`src/pkg/pfc_consts.vh`:
```
// Constants of the program flow core: vectors, map sizes, bus offsets, opcodes.
// Assumes inclusion by bare name from the core and the bench files.
// ======================================================================
// Operation
// - An 11-bit instruction pointer addresses the 2048-word program memory.
// - Jumps, calls, accepted interrupts and reset load the pointer with their target.
// - Reset starts at 000H; vectors 004H, 008H, 00CH, 014H, 020H per source.
// - Pending interrupts are served divider, timer one, port, pin, timer two.
// - An 11-bit eight-level return stack; calls and interrupts push the pointer.
// - The return operation pops the top entry into the instruction pointer.
// - A ninth push overwrites the oldest entry; eight newest always kept.
// - 000H-5FFH hold code only; 600H-7FFH hold code and table data.
// - Lookup table holds up to 2048 separately addressed 4-bit elements.
// - Table read uses high, low table registers and accumulator; result to RAM.
// - Table address registers change only through their move-from-RAM operations.
// - Data memory is 128 nibbles reachable directly and indirectly.
// - Locations 00H-0FH are working registers; others refuse immediate data.
// - Page register is 4 bits, bit 3 reserved; bits 2-0 pick indirect page.
// - The page register is readable and writable by program operations.
// - A 4-bit accumulator takes results and moves data between places.
// - Logic, test, shift and add/subtract update carry and zero; carry movable. Logic operations here update zero only and keep carry.
// - One machine cycle spans four clock phases.
`ifndef PFC_CONSTS_VH
`define PFC_CONSTS_VH
// ======================================================================
// Program map
`define PFC_PC_W        11
`define PFC_RST_VEC     11'h000
`define PFC_VEC_DIV     11'h004
`define PFC_VEC_TM0     11'h008
`define PFC_VEC_CHG     11'h00C
`define PFC_VEC_EXT     11'h014
`define PFC_VEC_TM1     11'h020
`define PFC_TAB_BASE    11'h600
`define PFC_STK_DEPTH   8
`define PFC_RAM_WORDS   128
`define PFC_WR_LIMIT    7'h10
`define PFC_PAGE_RST    4'h0
`define PFC_PHASES      4
// ======================================================================
// Register word offsets on the bus
`define PFC_REG_CMD     8'h00
`define PFC_REG_STAT    8'h04
`define PFC_REG_ACC     8'h08
`define PFC_REG_PAGE    8'h0C
`define PFC_REG_TAB     8'h10
`define PFC_REG_IRQ     8'h14
`define PFC_CMD_ARG_LSB 4
`define PFC_IRQ_EN_BIT  8
// ======================================================================
// Operation codes
`define PFC_OP_NOP      4'h0
`define PFC_OP_JMP      4'h1
`define PFC_OP_CALL     4'h2
`define PFC_OP_RET      4'h3
`define PFC_OP_LDA      4'h4
`define PFC_OP_STA      4'h5
`define PFC_OP_LDI      4'h6
`define PFC_OP_STI      4'h7
`define PFC_OP_ADD      4'h8
`define PFC_OP_SUB      4'h9
`define PFC_OP_AND      4'hA
`define PFC_OP_OR       4'hB
`define PFC_OP_XOR      4'hC
`define PFC_OP_MOVI     4'hD
`define PFC_OP_MISC     4'hE
`define PFC_OP_TBLRD    4'hF
// Sub-functions of the misc operation.
`define PFC_MS_TABLE_ADDR_LOW     3'h0
`define PFC_MS_TABLE_ADDR_HIGH     3'h1
`define PFC_MS_CARRY    3'h2
`define PFC_MS_RLC      3'h3
`define PFC_MS_RRC      3'h4
`define PFC_MS_PGRD     3'h5
`define PFC_MS_PGWR     3'h6
`endif

```
`src/hw/pfc_core.v`:
```
// Program flow core: pointer, return stack, data RAM, accumulator, flags, table read.
// Assumes a synchronous program ROM that returns a word one cycle after its address,
// interrupt events as one-cycle pulses on this clock, and a classic Wishbone master.
`timescale 1ns/100ps
`default_nettype none
`include "pfc_consts.vh"

module pfc_core #(
	parameter AW = 8
) (
	input  wire          mclk_i,
	input  wire          rst_i,
	input  wire          wb_cyc_i,
	input  wire          wb_stb_i,
	input  wire          wb_we_i,
	input  wire [AW-1:0] wb_adr_i,
	input  wire [3:0]    wb_sel_i,
	input  wire [31:0]   wb_dat_i,
	output reg  [31:0]   wb_dat_o,
	output reg           wb_ack_o,
	input  wire [4:0]    irq_evt_i,
	input  wire [15:0]   rom_data_i,
	output reg  [10:0]   rom_addr_o,
	output reg  [10:0]   pc_o,
	output reg  [4:0]    irq_ack_o
);

	// ======================================================================
	// Phase machine, one-hot.
	localparam [3:0] PH0 = 4'b0001;
	localparam [3:0] PH1 = 4'b0010;
	localparam [3:0] PH2 = 4'b0100;
	localparam [3:0] PH3 = 4'b1000;

	reg  [3:0]  ph_r;
	reg  [3:0]  ph_nxt;
	reg  [10:0] pc_nxt;
	reg  [2:0]  sp_r;
	reg  [10:0] stk_r [0:`PFC_STK_DEPTH-1];
	reg  [3:0]  ram_r [0:`PFC_RAM_WORDS-1];
	reg  [3:0]  acc_r;
	reg         cf_r;
	reg         zf_r;
	reg         err_r;
	reg  [3:0]  page_r;
	reg  [3:0]  table_addr_low_r;
	reg  [3:0]  table_addr_high_r;
	reg  [4:0]  pend_r;
	reg         ien_r;
	reg         cmd_pend_r;
	reg  [3:0]  cmd_op_r;
	reg  [10:0] cmd_arg_r;
	reg         act_r;
	reg         irq_r;
	reg  [3:0]  op_r;
	reg  [10:0] arg_r;
	reg  [10:0] vec_r;
	reg  [4:0]  grant_r;
	reg  [10:0] vec_sel;
	reg  [4:0]  grant_sel;
	reg  [1:0]  nib_r;
	reg  [3:0]  nib_val;
	reg  [6:0]  ea;
	reg         ram_we;
	reg  [3:0]  ram_wd;
	reg         push;
	reg         pop;
	reg  [10:0] push_val;
	reg  [3:0]  acc_nxt;
	reg         cf_nxt;
	reg         zf_nxt;
	reg         err_nxt;
	reg  [3:0]  page_nxt;
	reg  [3:0]  table_addr_low_nxt;
	reg  [3:0]  table_addr_high_nxt;
	wire        commit;
	wire        start_irq;
	wire        start_cmd;
	wire [3:0]  rd;
	wire [4:0]  sum5;
	wire [4:0]  dif5;
	wire [10:0] elem;
	wire [10:0] tab_word;
	wire        wb_req;
	wire        wb_wr;
	wire [AW-1:0] reg_adr;

	// Four clock phases form one machine cycle; the machine never stalls.
	always @* begin
		case (ph_r)
			PH0:     ph_nxt = PH1;
			PH1:     ph_nxt = PH2;
			PH2:     ph_nxt = PH3;
			PH3:     ph_nxt = PH0;
			default: ph_nxt = PH0;
		endcase
	end

	always @(posedge mclk_i) begin
		if (rst_i) begin
			ph_r <= PH0;
		end else begin
			ph_r <= ph_nxt;
		end
	end

	// ======================================================================
	// Interrupt selection: fixed priority, lowest index wins.
	always @* begin
		vec_sel   = `PFC_VEC_DIV;
		grant_sel = 5'h01;
		if (pend_r[0]) begin
			vec_sel   = `PFC_VEC_DIV;
			grant_sel = 5'h01;
		end else if (pend_r[1]) begin
			vec_sel   = `PFC_VEC_TM0;
			grant_sel = 5'h02;
		end else if (pend_r[2]) begin
			vec_sel   = `PFC_VEC_CHG;
			grant_sel = 5'h04;
		end else if (pend_r[3]) begin
			vec_sel   = `PFC_VEC_EXT;
			grant_sel = 5'h08;
		end else begin
			vec_sel   = `PFC_VEC_TM1;
			grant_sel = 5'h10;
		end
	end

	// Interrupts are only taken at a cycle boundary and beat a waiting command.
	assign start_irq = (ph_r == PH0) && ien_r && (|pend_r);
	assign start_cmd = (ph_r == PH0) && !start_irq && cmd_pend_r;
	assign commit    = (ph_r == PH3);

	// ======================================================================
	// Operand fetch and datapath.
	// Indirect access joins the page bits with the low nibble of the argument.
	always @* begin
		if (op_r == `PFC_OP_LDI || op_r == `PFC_OP_STI) begin
			ea = {page_r[2:0], arg_r[3:0]};
		end else begin
			ea = arg_r[6:0];
		end
	end

	assign rd   = ram_r[ea];
	assign sum5 = {1'b0, acc_r} + {1'b0, rd};
	assign dif5 = {1'b0, acc_r} - {1'b0, rd};

	// Element address from both table registers and the accumulator.
	assign elem     = {table_addr_high_r[2:0], table_addr_low_r, acc_r};
	// Table data lives only in the top quarter of program memory.
	assign tab_word = `PFC_TAB_BASE + {2'b00, elem[10:2]};

	// Pick one of the four nibbles of the returned ROM word.
	always @* begin
		case (nib_r)
			2'd0:    nib_val = rom_data_i[3:0];
			2'd1:    nib_val = rom_data_i[7:4];
			2'd2:    nib_val = rom_data_i[11:8];
			default: nib_val = rom_data_i[15:12];
		endcase
	end

	// ======================================================================
	// Commit: every effect of an operation lands at the last phase.
	always @* begin
		pc_nxt   = pc_o;
		acc_nxt  = acc_r;
		cf_nxt   = cf_r;
		zf_nxt   = zf_r;
		err_nxt  = err_r;
		page_nxt = page_r;
		table_addr_low_nxt = table_addr_low_r;
		table_addr_high_nxt = table_addr_high_r;
		ram_we   = 1'b0;
		ram_wd   = acc_r;
		push     = 1'b0;
		pop      = 1'b0;
		push_val = pc_o + 11'd1;
		if (commit && irq_r) begin
			push     = 1'b1;
			push_val = pc_o;
			pc_nxt   = vec_r;
		end else if (commit && act_r) begin
			pc_nxt  = pc_o + 11'd1;
			err_nxt = 1'b0;
			case (op_r)
				`PFC_OP_JMP: pc_nxt = arg_r;
				`PFC_OP_CALL: begin
					push   = 1'b1;
					pc_nxt = arg_r;
				end
				`PFC_OP_RET: begin
					pop    = 1'b1;
					pc_nxt = stk_r[sp_r - 3'd1];
				end
				`PFC_OP_LDA, `PFC_OP_LDI: acc_nxt = rd;
				`PFC_OP_STA, `PFC_OP_STI: ram_we = 1'b1;
				`PFC_OP_ADD: begin
					acc_nxt = sum5[3:0];
					cf_nxt  = sum5[4];
					zf_nxt  = (sum5[3:0] == 4'h0);
				end
				`PFC_OP_SUB: begin
					acc_nxt = dif5[3:0];
					cf_nxt  = dif5[4];             // Borrow.
					zf_nxt  = (dif5[3:0] == 4'h0);
				end
				`PFC_OP_AND: begin
					acc_nxt = acc_r & rd;
					zf_nxt  = ((acc_r & rd) == 4'h0);
				end
				`PFC_OP_OR: begin
					acc_nxt = acc_r | rd;
					zf_nxt  = ((acc_r | rd) == 4'h0);
				end
				`PFC_OP_XOR: begin
					acc_nxt = acc_r ^ rd;
					zf_nxt  = ((acc_r ^ rd) == 4'h0);
				end
				`PFC_OP_MOVI: begin
					// General memory refuses immediates; only the error bit shows it.
					if (arg_r[6:0] < `PFC_WR_LIMIT) begin
						ram_we = 1'b1;
						ram_wd = arg_r[10:7];
					end else begin
						err_nxt = 1'b1;
					end
				end
				`PFC_OP_MISC: begin
					case (arg_r[10:8])
						`PFC_MS_TABLE_ADDR_LOW: table_addr_low_nxt = rd;
						`PFC_MS_TABLE_ADDR_HIGH: table_addr_high_nxt = rd;
						`PFC_MS_CARRY: begin
							ram_we = 1'b1;
							ram_wd = {3'b000, cf_r};
						end
						`PFC_MS_RLC: begin
							acc_nxt = {acc_r[2:0], cf_r};
							cf_nxt  = acc_r[3];
							zf_nxt  = ({acc_r[2:0], cf_r} == 4'h0);
						end
						`PFC_MS_RRC: begin
							acc_nxt = {cf_r, acc_r[3:1]};
							cf_nxt  = acc_r[0];
							zf_nxt  = ({cf_r, acc_r[3:1]} == 4'h0);
						end
						`PFC_MS_PGRD: acc_nxt = page_r;
						`PFC_MS_PGWR: page_nxt = acc_r;
						default: err_nxt = 1'b1;
					endcase
				end
				`PFC_OP_TBLRD: begin
					ram_we = 1'b1;
					ram_wd = nib_val;
				end
				default: ;
			endcase
		end
	end

	// ======================================================================
	// Memories. The stack pointer wraps, so a ninth push replaces the oldest.
	always @(posedge mclk_i) begin
		if (ram_we) begin
			ram_r[ea] <= ram_wd;
		end
		if (push) begin
			stk_r[sp_r] <= push_val;
		end
	end

	always @(posedge mclk_i) begin
		if (rst_i) begin
			sp_r <= 3'd0;
		end else if (push) begin
			sp_r <= sp_r + 3'd1;
		end else if (pop) begin
			sp_r <= sp_r - 3'd1;
		end
	end

	// ======================================================================
	// Core state. Reset loads the start vector.
	always @(posedge mclk_i) begin
		if (rst_i) begin
			pc_o       <= `PFC_RST_VEC;
			rom_addr_o <= `PFC_RST_VEC;
			acc_r      <= 4'h0;
			cf_r       <= 1'b0;
			zf_r       <= 1'b0;
			err_r      <= 1'b0;
			table_addr_low_r     <= 4'h0;
			table_addr_high_r     <= 4'h0;
			act_r      <= 1'b0;
			irq_r      <= 1'b0;
			op_r       <= `PFC_OP_NOP;
			arg_r      <= 11'h000;
			vec_r      <= `PFC_RST_VEC;
			grant_r    <= 5'h00;
			nib_r      <= 2'd0;
			irq_ack_o  <= 5'h00;
		end else begin
			pc_o      <= pc_nxt;
			acc_r     <= acc_nxt;
			cf_r      <= cf_nxt;
			zf_r      <= zf_nxt;
			err_r     <= err_nxt;
			table_addr_low_r    <= table_addr_low_nxt;
			table_addr_high_r    <= table_addr_high_nxt;
			irq_ack_o <= 5'h00;
			if (start_irq) begin
				irq_r     <= 1'b1;
				vec_r     <= vec_sel;
				grant_r   <= grant_sel;
				irq_ack_o <= grant_sel;
			end else if (start_cmd) begin
				act_r <= 1'b1;
				op_r  <= cmd_op_r;
				arg_r <= cmd_arg_r;
				nib_r <= elem[1:0];
				// The ROM answers a cycle later, well before the commit phase.
				if (cmd_op_r == `PFC_OP_TBLRD) begin
					rom_addr_o <= tab_word;
				end
			end else if (commit) begin
				act_r      <= 1'b0;
				irq_r      <= 1'b0;
				grant_r    <= 5'h00;
				rom_addr_o <= pc_nxt;
			end
		end
	end

	// ======================================================================
	// Wishbone slave: one wait-free answer the cycle after the strobe.
	assign wb_req  = wb_cyc_i && wb_stb_i && !wb_ack_o;
	assign wb_wr   = wb_req && wb_we_i && wb_sel_i[0];
	assign reg_adr = {wb_adr_i[AW-1:2], 2'b00};

	always @(posedge mclk_i) begin
		if (rst_i) begin
			wb_ack_o <= 1'b0;
			wb_dat_o <= 32'h00000000;
		end else begin
			wb_ack_o <= wb_req;
			wb_dat_o <= 32'h00000000;
			if (wb_req && !wb_we_i) begin
				case (reg_adr)
					`PFC_REG_CMD:  wb_dat_o <= {17'h0, cmd_arg_r, cmd_op_r};
					`PFC_REG_STAT: wb_dat_o <= {12'h000, err_r, zf_r, cf_r,
						cmd_pend_r | act_r | irq_r, 5'h00, pc_o};
					`PFC_REG_ACC:  wb_dat_o <= {28'h0000000, acc_r};
					`PFC_REG_PAGE: wb_dat_o <= {28'h0000000, 1'b0, page_r[2:0]};
					`PFC_REG_TAB:  wb_dat_o <= {24'h000000, table_addr_high_r, table_addr_low_r};
					`PFC_REG_IRQ:  wb_dat_o <= {23'h0, ien_r, 3'h0, pend_r};
					default:       wb_dat_o <= 32'h00000000;
				endcase
			end
		end
	end

	// Command slot: a write while an operation waits or runs is dropped.
	always @(posedge mclk_i) begin
		if (rst_i) begin
			cmd_pend_r <= 1'b0;
			cmd_op_r   <= `PFC_OP_NOP;
			cmd_arg_r  <= 11'h000;
		end else if (wb_wr && reg_adr == `PFC_REG_CMD && wb_sel_i[1]
				&& !cmd_pend_r && !act_r) begin
			cmd_pend_r <= 1'b1;
			cmd_op_r   <= wb_dat_i[3:0];
			cmd_arg_r  <= wb_dat_i[`PFC_CMD_ARG_LSB+10:`PFC_CMD_ARG_LSB];
		end else if (start_cmd) begin
			cmd_pend_r <= 1'b0;
		end
	end

	// Page register: a core write of a value other than the current page takes the edge over a bus write.
	always @(posedge mclk_i) begin
		if (rst_i) begin
			page_r <= `PFC_PAGE_RST;
		end else if (page_nxt != page_r) begin
			page_r <= {1'b0, page_nxt[2:0]};
		end else if (wb_wr && reg_adr == `PFC_REG_PAGE) begin
			page_r <= {1'b0, wb_dat_i[2:0]};      // Bit 3 is reserved.
		end
	end

	// Pending events are sticky; a new event beats its own clear by acceptance.
	always @(posedge mclk_i) begin
		if (rst_i) begin
			pend_r <= 5'h00;
			ien_r  <= 1'b0;
		end else begin
			pend_r <= (pend_r & ~(start_irq ? grant_sel : 5'h00)) | irq_evt_i;
			if (start_irq) begin
				ien_r <= 1'b0;                    // Further entries wait for software.
			end else if (wb_wr && reg_adr == `PFC_REG_IRQ && wb_sel_i[1]) begin
				ien_r <= wb_dat_i[`PFC_IRQ_EN_BIT];
			end
		end
	end

endmodule
`default_nettype wire

```
`config.mk`:
```
export PLATFORM = sky130hd
export DESIGN_NAME = pfc_core
export DESIGN_NICKNAME = d
export VERILOG_FILES = /design/src/hw/pfc_core.v
export VERILOG_INCLUDE_DIRS = /design/src /design/src/pkg
export SDC_FILE = /design/constraint.sdc
export NUM_CORES = 1
export LEC_CHECK = 0
export ABC_AREA = 1
export BUFFER_PORTS_ARGS = -buffer_cell sky130_fd_sc_hd__buf_2
export CORE_ASPECT_RATIO = 1.4
export CORE_MARGIN = 8
export CORE_UTILIZATION = 30
export DETAILED_ROUTE_END_ITERATION = 8
export GPL_ROUTABILITY_DRIVEN = 1
export PLACE_DENSITY_LB_ADDON = 0.3
export SLEW_MARGIN = 10
export SYNTH_ARGS = -nofsm -noshare
export SYNTH_HDL_FRONTEND = slang
export SYNTH_SLANG_ARGS = --single-unit
```
`constraint.sdc`:
```
create_clock -name mclk_i -period 14.8 [get_ports mclk_i]
set_input_delay 2.96 -clock mclk_i [delete_from_list [all_inputs] [get_ports mclk_i]]
set_output_delay 2.96 -clock mclk_i [all_outputs]
set_load 0.01 [all_outputs]
```
### Word level (Yosys, flattened, before mapping)

Memories as Yosys holds them, arrays and structs flattened.
Index checks and enable logic that the tools add are counted.

* flip-flop bits (word level): 137
* memories: 2
* memory bits (writable): 600

Memories
* ram_r: words 128, bits a word 4, rd ports 1, clocked after Yosys merged registers in 0, wr ports 1, RTL line pfc_core.v:40 `` reg [3:0] ram_r [0:`PFC_RAM_WORDS-1]; ``
* stk_r: words 8, bits a word 11, rd ports 1, clocked after Yosys merged registers in 0, wr ports 1, RTL line pfc_core.v:39 `` reg [10:0] stk_r [0:`PFC_STK_DEPTH-1]; ``

* $add $sub $neg: 6
* reduce and logical (&&, ||, !) cells: 59
* mux-type cells: 63
* $lt $le $gt $ge: 1
* bitwise logic cells: 11
* equality and inequality tests: 38

Operator list (number)
* 20-bit one-hot mux with 6 select lines: 1
* 11-bit 2-to-1 mux: 6
* 4-bit one-hot mux with 3 select lines: 4
* 4-bit equality test (second input constant): 10
* 4-bit 2-to-1 mux: 8
* 4-bit zero test: 7
* 4-bit one-hot mux with 7 select lines: 1
* 5-bit 2-to-1 mux: 5
* 6-bit 2-to-1 mux: 4
* 1-bit 2-to-1 mux: 22
* 11-bit one-hot mux with 2 select lines: 1
* 4-bit by 3-bit equality test with 1-bit output (second input constant): 5
* 4-bit AND reduction: 5
* 1-bit logical AND: 18
* 4-bit by 2-bit equality test with 1-bit output (second input constant): 3
* 6-bit by 2-bit equality test with 1-bit output (second input constant): 2
* 6-bit by 3-bit equality test with 1-bit output (second input constant): 2
* 3-bit 2-to-1 mux: 4
* 10-bit by 10-bit adder with 11-bit output (first input constant): 1
* 11-bit by 1-bit adder with 11-bit output (second input constant): 1
* 2-bit nonzero test: 5
* 3-bit equality test (second input constant): 3
* 4-bit by 1-bit equality test with 1-bit output (second input constant): 2
* 8-bit zero test: 1
* other kinds (40): 57

### Longest topological paths before layout

Gate-level depths: netlist of run 1.

* depth after elaboration: 9
* depth in mapped cells: 28
* gate-level depth less buffers: 25

### Worst setup path before layout of run 1

Ideal clock, no wire load.

* kind: input to register
* start point: input rom_data_i[4]
* end point: memory ram_r[0][0], data pin
* data required time: 13.903 ns
* slack: 7.142 ns
* path buffers: 0
* stages: 6
* data arrival time: 6.761 ns
* path through: nand3_1 -> nand3_1 -> o211ai_1 -> inv_1 -> nor3_1 -> o22ai_1

* longest elaborated chain between the ends: 4

Ends and longest elaborated chain
* from (decl): RTL line pfc_core.v:22 `input wire [15:0] rom_data_i,`
* 4-bit one-hot mux with 3 select lines: RTL line pfc_core.v:157 `case (nib_r)`
* 4-bit one-hot mux with 3 select lines: RTL line pfc_core.v:188 `case (op_r)`
* 4-bit 2-to-1 mux: RTL line pfc_core.v:185 `end else if (commit && act_r) begin`
* 4-bit 2-to-1 mux: RTL line pfc_core.v:181 `if (commit && irq_r) begin`
* named net ram_wd[0]: RTL line pfc_core.v:65 `reg [3:0] ram_wd;`
* to (decl): RTL line pfc_core.v:40

The timed path passes the listed nets, and every way through them passes these cells.

### Worst setup path after layout of run 1

* start point: register arg_r[0]
* end point: register zf_r

* longest elaborated chain between the ends: 5

Ends and longest elaborated chain
* from (decl): RTL line pfc_core.v:56 `reg [10:0] arg_r;`
* from (signal assigned): RTL line pfc_core.v:321 `arg_r <= cmd_arg_r;`
* 7-bit 2-to-1 mux *: RTL line pfc_core.v:139 `` if (op_r == `PFC_OP_LDI || op_r == `PFC_OP_STI) begin ``
* memory read 128 x 4 bit *
* named net rd[0]: RTL line pfc_core.v:79 `wire [3:0] rd;`
* 4-bit by 4-bit subtractor with 5-bit output (tied with other cells): RTL line pfc_core.v:148 `assign dif5 = {1'b0, acc_r} - {1'b0, rd};`
* 4-bit zero test (on tied branches)
* 1-bit one-hot mux with 6 select lines *: RTL line pfc_core.v:188
* to (signal assigned): RTL line pfc_core.v:308 `zf_r <= zf_nxt;`
* to (decl): RTL line pfc_core.v:43 `reg zf_r;`

Mark *: on every way through the listed nets, which the timed path passes. The rest lies on a longest branch.
A chain may end at the register's enable or synchronous reset.

==> flow_summary.json, run 1 <==
{
  "outcome": "completed",
  "drv_cap": 0,
  "final_cell_mix": "1605 x nand2_1, 600 x edfxtp_1, 319 x nor2_1",
  "hpwl_mm": 54.4,
  "synth_area_leader_cell": "edfxtp_1",
  "clock-sinks": 717,
  "insertion_delay_ns": 0.66,
  "root_buffer": "clkbuf_16",
  "final_cell_count_no_fill": 4898,
  "yosys.area_share.adder_pct": 0.711,
  "ys_ff_latch": 717,
  "die_w_um": 292,
  "crit_type": "flop to flop",
  "final_common_cell": "nand2_1",
  "vias": 22700,
  "dp.cells": 4776,
  "drt-wirelength-per-cell_um": 17.7,
  "fin_skew_ns": 0.0290,
  "first_pass_iters": 5,
  "path_clk_slew_ns": 0.07,
  "grt_pass1_vias": 22600,
  "cp_common_cell": "nand2_1",
  "min_path_type": "flop to flop",
  "fin_nets": 3564,
  "drc_errors": 0,
  "synthFlopType": "edfxtp_1",
  "grt-ovfl-total": 0,
  "crit_fanout": 78,
  "clockBufferDepth": 3,
  "grt_max_degree": 153,
  "design_area_um2": 36000,
  "synth_warnings": 0,
  "setup_viol": 0,
  "grt_antenna_before_repair": 0,
  "post_cts_buffers": 0,
  "drtIter0Drc": 1486,
  "core-area_um2": 106000,
  "netlist_area_um2": 32000,
  "slew_viol_final": 0,
  "initial_utilization_pct": 30.1,
  "synth_cells": 3435,
  "arrival_ns": 5.90,
  "grt_setup_unrepaired": "false",
  "end_kind": "flop",
  "ios": 130,
  "hold_viol": 0,
  "synth-simple-area-share_pct": 25.2,
  "ctsHtreeMaxLevel": 3,
  "netlist.area_leader.share_pct": 56.3,
  "synthXorXnorAreaFrac_pct": 0.410,
  "startpoint_type": "flop",
  "r2r_slack_ns": 9.48,
  "p_leak_nw": 13.6,
  "drive_gt1_share_pct": 8.67,
  "grt_pass1_wl_mm": 133,
  "worst_ir_drop_vdd_v": 0.0000826,
  "die-area_um2": 118000,
  "cellPowerDensity_nw_per_um2": 110,
  "async_reset_ff_share_pct": 0,
  "fin_tns_setup_ns": 0,
  "fmax_mhz": 188,
  "vias_per_cell": 4.64,
  "numCtsBuffers": 67,
  "maxSlewHeadroom_pct": 23.4,
  "synth_top_family_by_area": "simple AND/OR/NAND/NOR gates",
  "ctsResizeCount": 0,
  "yosys-top-cells-area": "edfxtp_1 56%, nand2_1 19%, dfxtp_1 7.3%, nor2_1 3.7%, o21ai_0 2.2%",
  "slowest_delay_ns": 0.65,
  "track_usage_pct": 14.4,
  "synth-compound-area-share_pct": 5.72,
  "worst_pin_slew_ns": 1.15,
  "place_congestion": 0.873,
  "n_antenna_cell": 0,
  "min_period_ns": 5.32,
  "synth.distinct_cells": 52,
  "crit_required_ns": 15.38,
  "rows": 142,
  "ctsHoldBuffers": 0,
  "cts_tree": "built",
  "cp_slowest_cell": "buf_4",
  "wl_mm": 86.9,
  "postRouteAntennaNets": 0,
  "synth_edf_count": 600,
  "ys_seq_area_share_pct": 63.6,
  "syn_avg_cell_area_um2": 9.32,
  "syn2layout_area_growth_pct": 12.4,
  "io_buffers": 95,
  "die_h_um": 402,
  "whs_ns": 0.436,
  "placedInstanceArea_um2": 33700,
  "fin_crit_sh_pct": 36.0,
  "synth_mux_area_share_pct": 0
}
## per-layer routing
layer / wire length (um) / track usage, %
met5: 0 / 0
met4: 3330 / 6.09
met3: 3950 / 2.38
met2: 45200 / 26.8
met1: 34400 / 16.2
## synthesized netlist by cell type (3+ instances only)
master and instances:
nand2_1 1605, edfxtp_1 600, nor2_1 319, o21ai_0 142
inv_1 122, dfxtp_1 117, a21oi_1 86, buf_2 79
clkbuf_1 60, nand3_1 52, o211ai_1 27, nor3_1 26
buf_4 20, nor2_2 17, ha_1 15, o22ai_1 14
o221ai_1 13, xor2_1 12, nand4_1 11, inv_2 10
a22oi_1 9, buf_1 9, nand2_2 7, a31oi_1 5
buf_6 5, nor2_4 5, o2111ai_1 5, a41oi_1 4
and2_4 4, o31ai_1 3, xnor2_1 3
## state kept, by name, summed over array words and instances, names as in the netlist, 5 cells and up
signal,cells
irq_ack_o,5
wb_dat_o,19
rom_addr_o,11
arg_r,11
ram_r,512
pc_o,11
stk_r,88
cmd_arg_r,11
pend_r,5
## through the flow
step | worst slack, ns | utilization [%] | power [W]
after global routing | 9.06 | 33.8 | 0.00407
after global placement | 9.41 | 31.7 | 0.00223
final | 9.48 | 33.8 | 0.00396
after floorplan | 7.14 | - | 0.00222
after CTS | 9.44 | 33.8 | 0.00400
after detailed placement | 9.36 | 31.7 | 0.00223
## final timing paths
check                 from            to  cells after the start
setup / recovery  arg_r[0]          zf_r                     26
hold / removal        zf_r  wb_dat_o[18]                      2
setup reg to reg  arg_r[0]          zf_r                     26
hold reg to reg       zf_r  wb_dat_o[18]                      2
## critical path, delay by kind of cell, from the launching register on
family / cells / cell delay (ns)
fa+ha+maj: 2 / 0.53
buf+inv: 5 / 1.89
compound gates: 1 / 0.12
simple gates: 18 / 2.04
flops: 1 / 0.56
## cell families after synthesis
group                      Yosys count
xor gates and xnor gates            15
adders and majority gates           17
and+or+nand+nor                   2059
other                                1
buffers and inverters              308
DFF                                717
AOI/OAI and AO/OA                  318
## area by class of cell
type / instances / area [um2]
clock buffer: 77 / 1760
multi-input combinational: 2422 / 10400
sequential: 717 / 20400
inverter: 135 / 524
fill: 10800 / 70400
clock inverter: 45 / 474
tap: 1368 / 1710
timing repair buffer: 134 / 781
## power by group
group	switching, W	internal (W)	leakage (nW)	total, W
clock	0.000799	0.000975	1.08	0.00177
combinational	0.0000178	0.00000959	6.75	0.0000274
sequential	0.00000302	0.00216	5.74	0.00216
total	0.000820	0.00314	13.6	0.00396
No activity file was read; power rests on OpenSTA's default activity.
==> run 2, diff against run 1 <==
Settings changed: ABC_AREA 1 to 0.
Clock period 14.8 ns to 5 ns, I/O delays scaled along.
==> flow_summary.json, run 2 <==
{
  "outcome": "completed",
  "wl_mm": 87.2,
  "root_buffer": "clkbuf_16",
  "ys_ff_latch": 717,
  "core-area_um2": 101000,
  "largestRegisters": "ram_r: 512 flops, stk_r: 88 flops, wb_dat_o: 19 flops",
  "fmax_mhz": 210,
  "hpwl_mm": 59.5,
  "postRouteAntennaNets": 0,
  "design_area_um2": 35300,
  "drc_errors": 0,
  "syn2layout_area_growth_pct": 15.9,
  "netlist_area_um2": 30500,
  "grt_pass1_vias": 19700,
  "async_reset_ff_share_pct": 0,
  "startpoint_type": "flop",
  "worstRegToRegCells": 17,
  "fin_crit_sh_pct": 95.4,
  "cp_slowest_cell": "dfxtp_4",
  "rows": 138,
  "synthFlopType": "edfxtp_1",
  "netlist.area_leader.share_pct": 59.2,
  "crit_chain": "buf_4, inv_2, buf_12, a221o_1, a222oi_1, o22ai_1, o21a_1, nor3_4, inv_1, ha_1, fa_1, xnor2_1, o21ai_0, a221oi_1, buf_4, o21a_1, o41ai_2",
  "synth_warnings": 0,
  "crit_required_ns": 5.50,
  "synth_area_leader_cell": "edfxtp_1",
  "ctsHtreeMaxLevel": 3,
  "place_congestion": 0.886,
  "numCtsBuffers": 72,
  "ctsResizeCount": 0,
  "hold_viol": 0,
  "grt-ovfl-total": 0,
  "post_cts_buffers": 0,
  "setup_viol": 0,
  "synth_edf_count": 600,
  "largest_reg_flops": 512,
  "setup_slack_ns": 0.232,
  "end_kind": "flop",
  "insertion_delay_ns": 0.64,
  "pre_cts_ws_ns": 0.236,
  "clock-sinks": 717,
  "slew_viol_final": 0,
  "synth.distinct_cells": 92,
  "drv_cap": 0,
  "worst_ir_drop_vdd_v": 0.000237,
  "arrival_ns": 5.27,
  "die_w_um": 285,
  "drtIter0Drc": 1591,
  "timing.rr.start": "arg_r[0]",
  "path_clk_slew_ns": 0.06,
  "grt_max_degree": 129,
  "crit_start": "arg_r[0]",
  "holdCritStartpoint": "cmd_arg_r[10]",
  "ys_seq_area_share_pct": 66.9,
  "cts_tree": "built",
  "yosysMostFrequentCell": "edfxtp_1",
  "yosys-top-cells-area": "edfxtp_1 59%, dfxtp_1 7.7%, mux4_2 6.1%, mux2i_1 3.8%, nor2_1 2.9%",
  "placedInstanceArea_um2": 32900,
  "synth_cells": 2120,
  "track_usage_pct": 15.1,
  "ios": 130,
  "worst_pin_slew_ns": 1.14,
  "fillerInstances": 9749,
  "clockBufferDepth": 3,
  "whs_path_depth": 2,
  "fin_util_pct": 35.0,
  "io_buffers": 95,
  "final_common_cell": "edfxtp_1",
  "ctsHoldBuffers": 0,
  "vias_per_cell": 5.21,
  "grt_antenna_before_repair": 0,
  "cellPowerDensity_nw_per_um2": 340,
  "crit_type": "flop to flop",
  "drive_gt1_share_pct": 20.5,
  "syn_avg_cell_area_um2": 14.4,
  "min_period_ns": 4.77,
  "die-area_um2": 112000,
  "vias": 19000,
  "min_path_type": "flop to flop",
  "initial_utilization_pct": 30.2,
  "max_flop_register": "ram_r",
  "n_antenna_cell": 0,
  "fin_skew_ns": 0.0243,
  "crit_fanout": 26,
  "slowest_delay_ns": 0.64,
  "whs_ns": 0.478,
  "first_pass_iters": 7,
  "p_leak_nw": 11.4,
  "post_synth_most_frequent_cells": "600 x edfxtp_1, 236 x nor2_1, 157 x nand2_1",
  "maxSlewHeadroom_pct": 23.1,
  "final_cell_mix": "600 x edfxtp_1, 235 x nor2_1, 157 x nand2_1",
  "grt_pass1_wl_mm": 129,
  "die_h_um": 393,
  "drt-wirelength-per-cell_um": 23.9,
  "grt_setup_unrepaired": "false",
  "fin_nets": 2351
}
## run 2: changes by cell type after synthesis, sizes merged, moves of 42 or more
cell   delta
nand2  -1456
mux2i   +115
mux4     +82
o21ai    -81
mux2     +42
inv     -105
nor2    -105
## run 2: path summary, 6_finish.rpt
path	end	slack (ns)
hold / removal	arg_r[10]	0.48
setup / recovery	acc_r[2]	0.23
hold reg to reg	arg_r[10]	0.48
setup reg to reg	acc_r[2]	0.23
## run 2: worst max-delay path: cells and delay by family, from the launching register on
kind / cells / cell delay, ns
xor gates and xnor gates: 1 / 0.23
buffers and inverters: 5 / 0.82
adders and majority gates: 2 / 0.67
DFF: 1 / 0.64
and+or+nand+nor: 1 / 0.35
AOI/OAI and AO/OA: 8 / 1.87
## run 2: power breakdown
group	internal, W	total, W	leakage (nW)	switching (W)
Combinational	0.0000314	0.0000833	3.76	0.0000519
Sequential	0.00638	0.00640	6.52	0.0000136
Clock	0.00318	0.00553	1.17	0.00235
Total	0.00960	0.0120	11.4	0.00241
## run 2: kinds of logic (layout without fill, tap and decap cells)
group | count (synthesis) | in the layout | synth area share, %
other | 1 | 13 | 0.0123
XOR/XNOR | 27 | 27 | 0.777
adder cells (fa/ha/maj) | 17 | 17 | 0.748
buffers and inverters | 182 | 371 | 3.16
multiplexers | 239 | 239 | 11.4
flip-flops | 717 | 717 | 66.9
AND/OR/NAND/NOR | 565 | 565 | 8.58
AO/OA/AOI/OAI | 372 | 372 | 8.45
## run 2: layout make-up
class,instances,area [um2],area share [%]
Multi-Input combinational cell,1233,9260,26.2
Tap cell,1330,1660,4.72
Clock buffer,83,1870,5.31
Sequential cell,717,20400,57.7
Timing Repair Buffer,210,1480,4.19
Clock inverter,48,518,1.47
Inverter,30,113,0.319
## run 2: through the flow
step	total power [W]	TNS (ns)	cells
6_report	0.0120	0	3651
3_3_place_gp	0.00661	0	3520
3_5_place_dp	0.00661	0	3520
5_1_grt	0.0123	0	3651
4_1_cts	0.0121	0	3651
2_1_floorplan	0.00658	-225.28	2132
## run 2: routing by layer
metal  GRT usage, %  part of all wire (%)  vias up  routed length, um
met5              0                     0        -                  0
met4           7.01                   4.4        0               3870
met3           2.37                   5.7      203               4990
met2           27.3                    51      757              44600
met1           17.6                    39     9602              33700
li1               -                     -     8446                  -
==> run 3, diff against run 2 <==
Settings changed: ABC_AREA 0 to 1, PLACE_DENSITY from default to 0.52, PLACE_DENSITY_LB_ADDON 0.3 to default.
==> flow_summary.json, run 3 (same netlist as run 1, synthesis figures left out) <==
{
  "vias": 23000,
  "postRouteAntennaNets": 0,
  "post_cts_buffers": 0,
  "p_leak_nw": 13.7,
  "initial_utilization_pct": 30.1,
  "ctsHtreeMaxLevel": 3,
  "path_clk_slew_ns": 0.07,
  "largestRegisters": "ram_r: 512 flops, stk_r: 88 flops, wb_dat_o: 19 flops",
  "drc_errors": 0,
  "grt_use_met3_pct": 2.47,
  "n_antenna_cell": 0,
  "vias_per_cell": 4.68,
  "r2r-end": "acc_r[2]",
  "numCtsBuffers": 70,
  "clockBufferDepth": 3,
  "cellPowerDensity_nw_per_um2": 324,
  "drv_cap": 0,
  "slew_viol_final": 0,
  "drt-wirelength-per-cell_um": 18.0,
  "core-area_um2": 106000,
  "die_w_um": 292,
  "whs_path_depth": 2,
  "grt_pass1_wl_mm": 136,
  "startpoint_type": "flop",
  "grt_pass1_vias": 23300,
  "fin_crit_sh_pct": 79.2,
  "grt_antenna_before_repair": 0,
  "hold_viol": 0,
  "grt_setup_unrepaired": "false",
  "insertion_delay_ns": 0.66,
  "finalPower_w": 0.0117,
  "grtUsageMet2_pct": 27.4,
  "worstRegToRegCells": 24,
  "rows": 142,
  "fin_nets": 3581,
  "final_cell_mix": "1605 x nand2_1, 600 x edfxtp_1, 319 x nor2_1",
  "fin_skew_ns": 0.0402,
  "arrival_ns": 4.46,
  "design_area_um2": 36200,
  "end_kind": "flop",
  "max_flop_register": "ram_r",
  "placedInstanceArea_um2": 34000,
  "ctsHoldBuffers": 0,
  "busiest_layer": "met2",
  "wl_mm": 88.7,
  "worst_ir_drop_vdd_v": 0.000246,
  "grt-ovfl-total": 0,
  "final_common_cell": "nand2_1",
  "min_path_type": "flop to flop",
  "ios": 130,
  "syn2layout_area_growth_pct": 13.2,
  "ctsResizeCount": 0,
  "min_period_ns": 3.96,
  "first_pass_iters": 5,
  "drtIter0Drc": 1354,
  "place_congestion": 0.870,
  "grt_max_degree": 134,
  "gr-usage-met1_pct": 16.9,
  "crit_required_ns": 5.50,
  "r2r_slack_ns": 1.04,
  "fmax_mhz": 253,
  "largest_reg_flops": 512,
  "io_buffers": 95,
  "dp.cells": 4790,
  "hpwl_mm": 55.7,
  "maxSlewHeadroom_pct": 25.4,
  "cts_tree": "built",
  "crit_start": "op_r[2]",
  "crit_fanout": 12,
  "die-area_um2": 118000,
  "setup_viol": 0,
  "hold-path-endpoint": "wb_dat_o[18]",
  "clock-sinks": 717,
  "timing.rr.start": "op_r[2]",
  "holdCritStartpoint": "zf_r",
  "drive_gt1_share_pct": 8.79,
  "crit_type": "flop to flop",
  "final_cell_count_no_fill": 4916,
  "die_h_um": 402,
  "outcome": "completed",
  "track_usage_pct": 14.8,
  "worst_pin_slew_ns": 1.11,
  "root_buffer": "clkbuf_16"
}
run 3: cell count changes in the layout (fill, tap and decap cells not counted), moves of 36 or more:
cell / before / now
buf_4: 105 / 41
inv_1: 28 / 121
mux2_2: 36 / 0
mux2i_1: 115 / 0
mux4_2: 82 / 0
nand2_1: 157 / 1605
nor2_1: 235 / 319
o21ai_0: 56 / 139
run 3: area by class of cell:
cell class,instances,area (um2)
clock buffers,99,1960
well taps,1368,1710
inverters,135,524
clock inverters,27,284
flip-flops and latches,717,20400
fillers,10800,70200
multi-input cells,2422,10400
repair buffers,148,1020
run 3: power breakdown:
| group | switching (W) | total [W] | internal [W] |
|---|---|---|---|
| Sequential | 0.00000982 | 0.00639 | 0.00638 |
| Combinational | 0.0000544 | 0.0000834 | 0.0000290 |
| Clock | 0.00234 | 0.00526 | 0.00292 |
| Total | 0.00241 | 0.0117 | 0.00934 |
run 3: critical path, cell delays in order, from the launching register on:
cell	delay, ns
dfxtp_1	0.42
inv_2	0.08
nor2_4	0.13
nand2_2	0.11
nand2_2	0.10
nand2_4	0.08
inv_4	0.09
nor2_2	0.14
buf_4	0.23
nand2_1	0.09
nand2_1	0.05
nor2_1	0.22
nor2_1	0.08
nor2_1	0.33
and2_4	0.29
inv_1	0.07
ha_1	0.25
fa_1	0.41
xor2_1	0.18
inv_1	0.08
o32ai_1	0.07
nor2_1	0.11
nand2_1	0.06
nand2_1	0.08
a21oi_1	0.05
run 3: per-layer routing:
layer  share of wire (%)  vias to the layer above
li1                    -                    11400
met1                  40                    10900
met2                  52                      542
met3                 4.4                      165
met5                   0                        -
met4                 3.5                        0
run 3: stage by stage:
step | TNS [ns] | setup slack, ns | hold slack [ns] | util, %
2_1_floorplan | -49.65 | -0.130 | 0.405 | -
3_3_place_gp | 0 | 1.07 | 0.445 | 31.9
3_5_place_dp | 0 | 1.06 | 0.434 | 31.9
4_1_cts | 0 | 1.02 | 0.459 | 34.0
5_1_grt | 0 | 0.668 | 0.476 | 34.0
6_report | 0 | 1.04 | 0.455 | 34.0
run 3: worst max-delay path by stage:
stage / slack [ns] / end / cells after the start
3_3_place_gp: 1.07 / zf_r / 23
6_report: 1.04 / acc_r[2] / 24
2_1_floorplan: -0.13 / ram_r[0][3] / 8
3_5_place_dp: 1.06 / zf_r / 24
4_1_cts: 1.02 / acc_r[2] / 24
5_1_grt: 0.67 / zf_r / 24
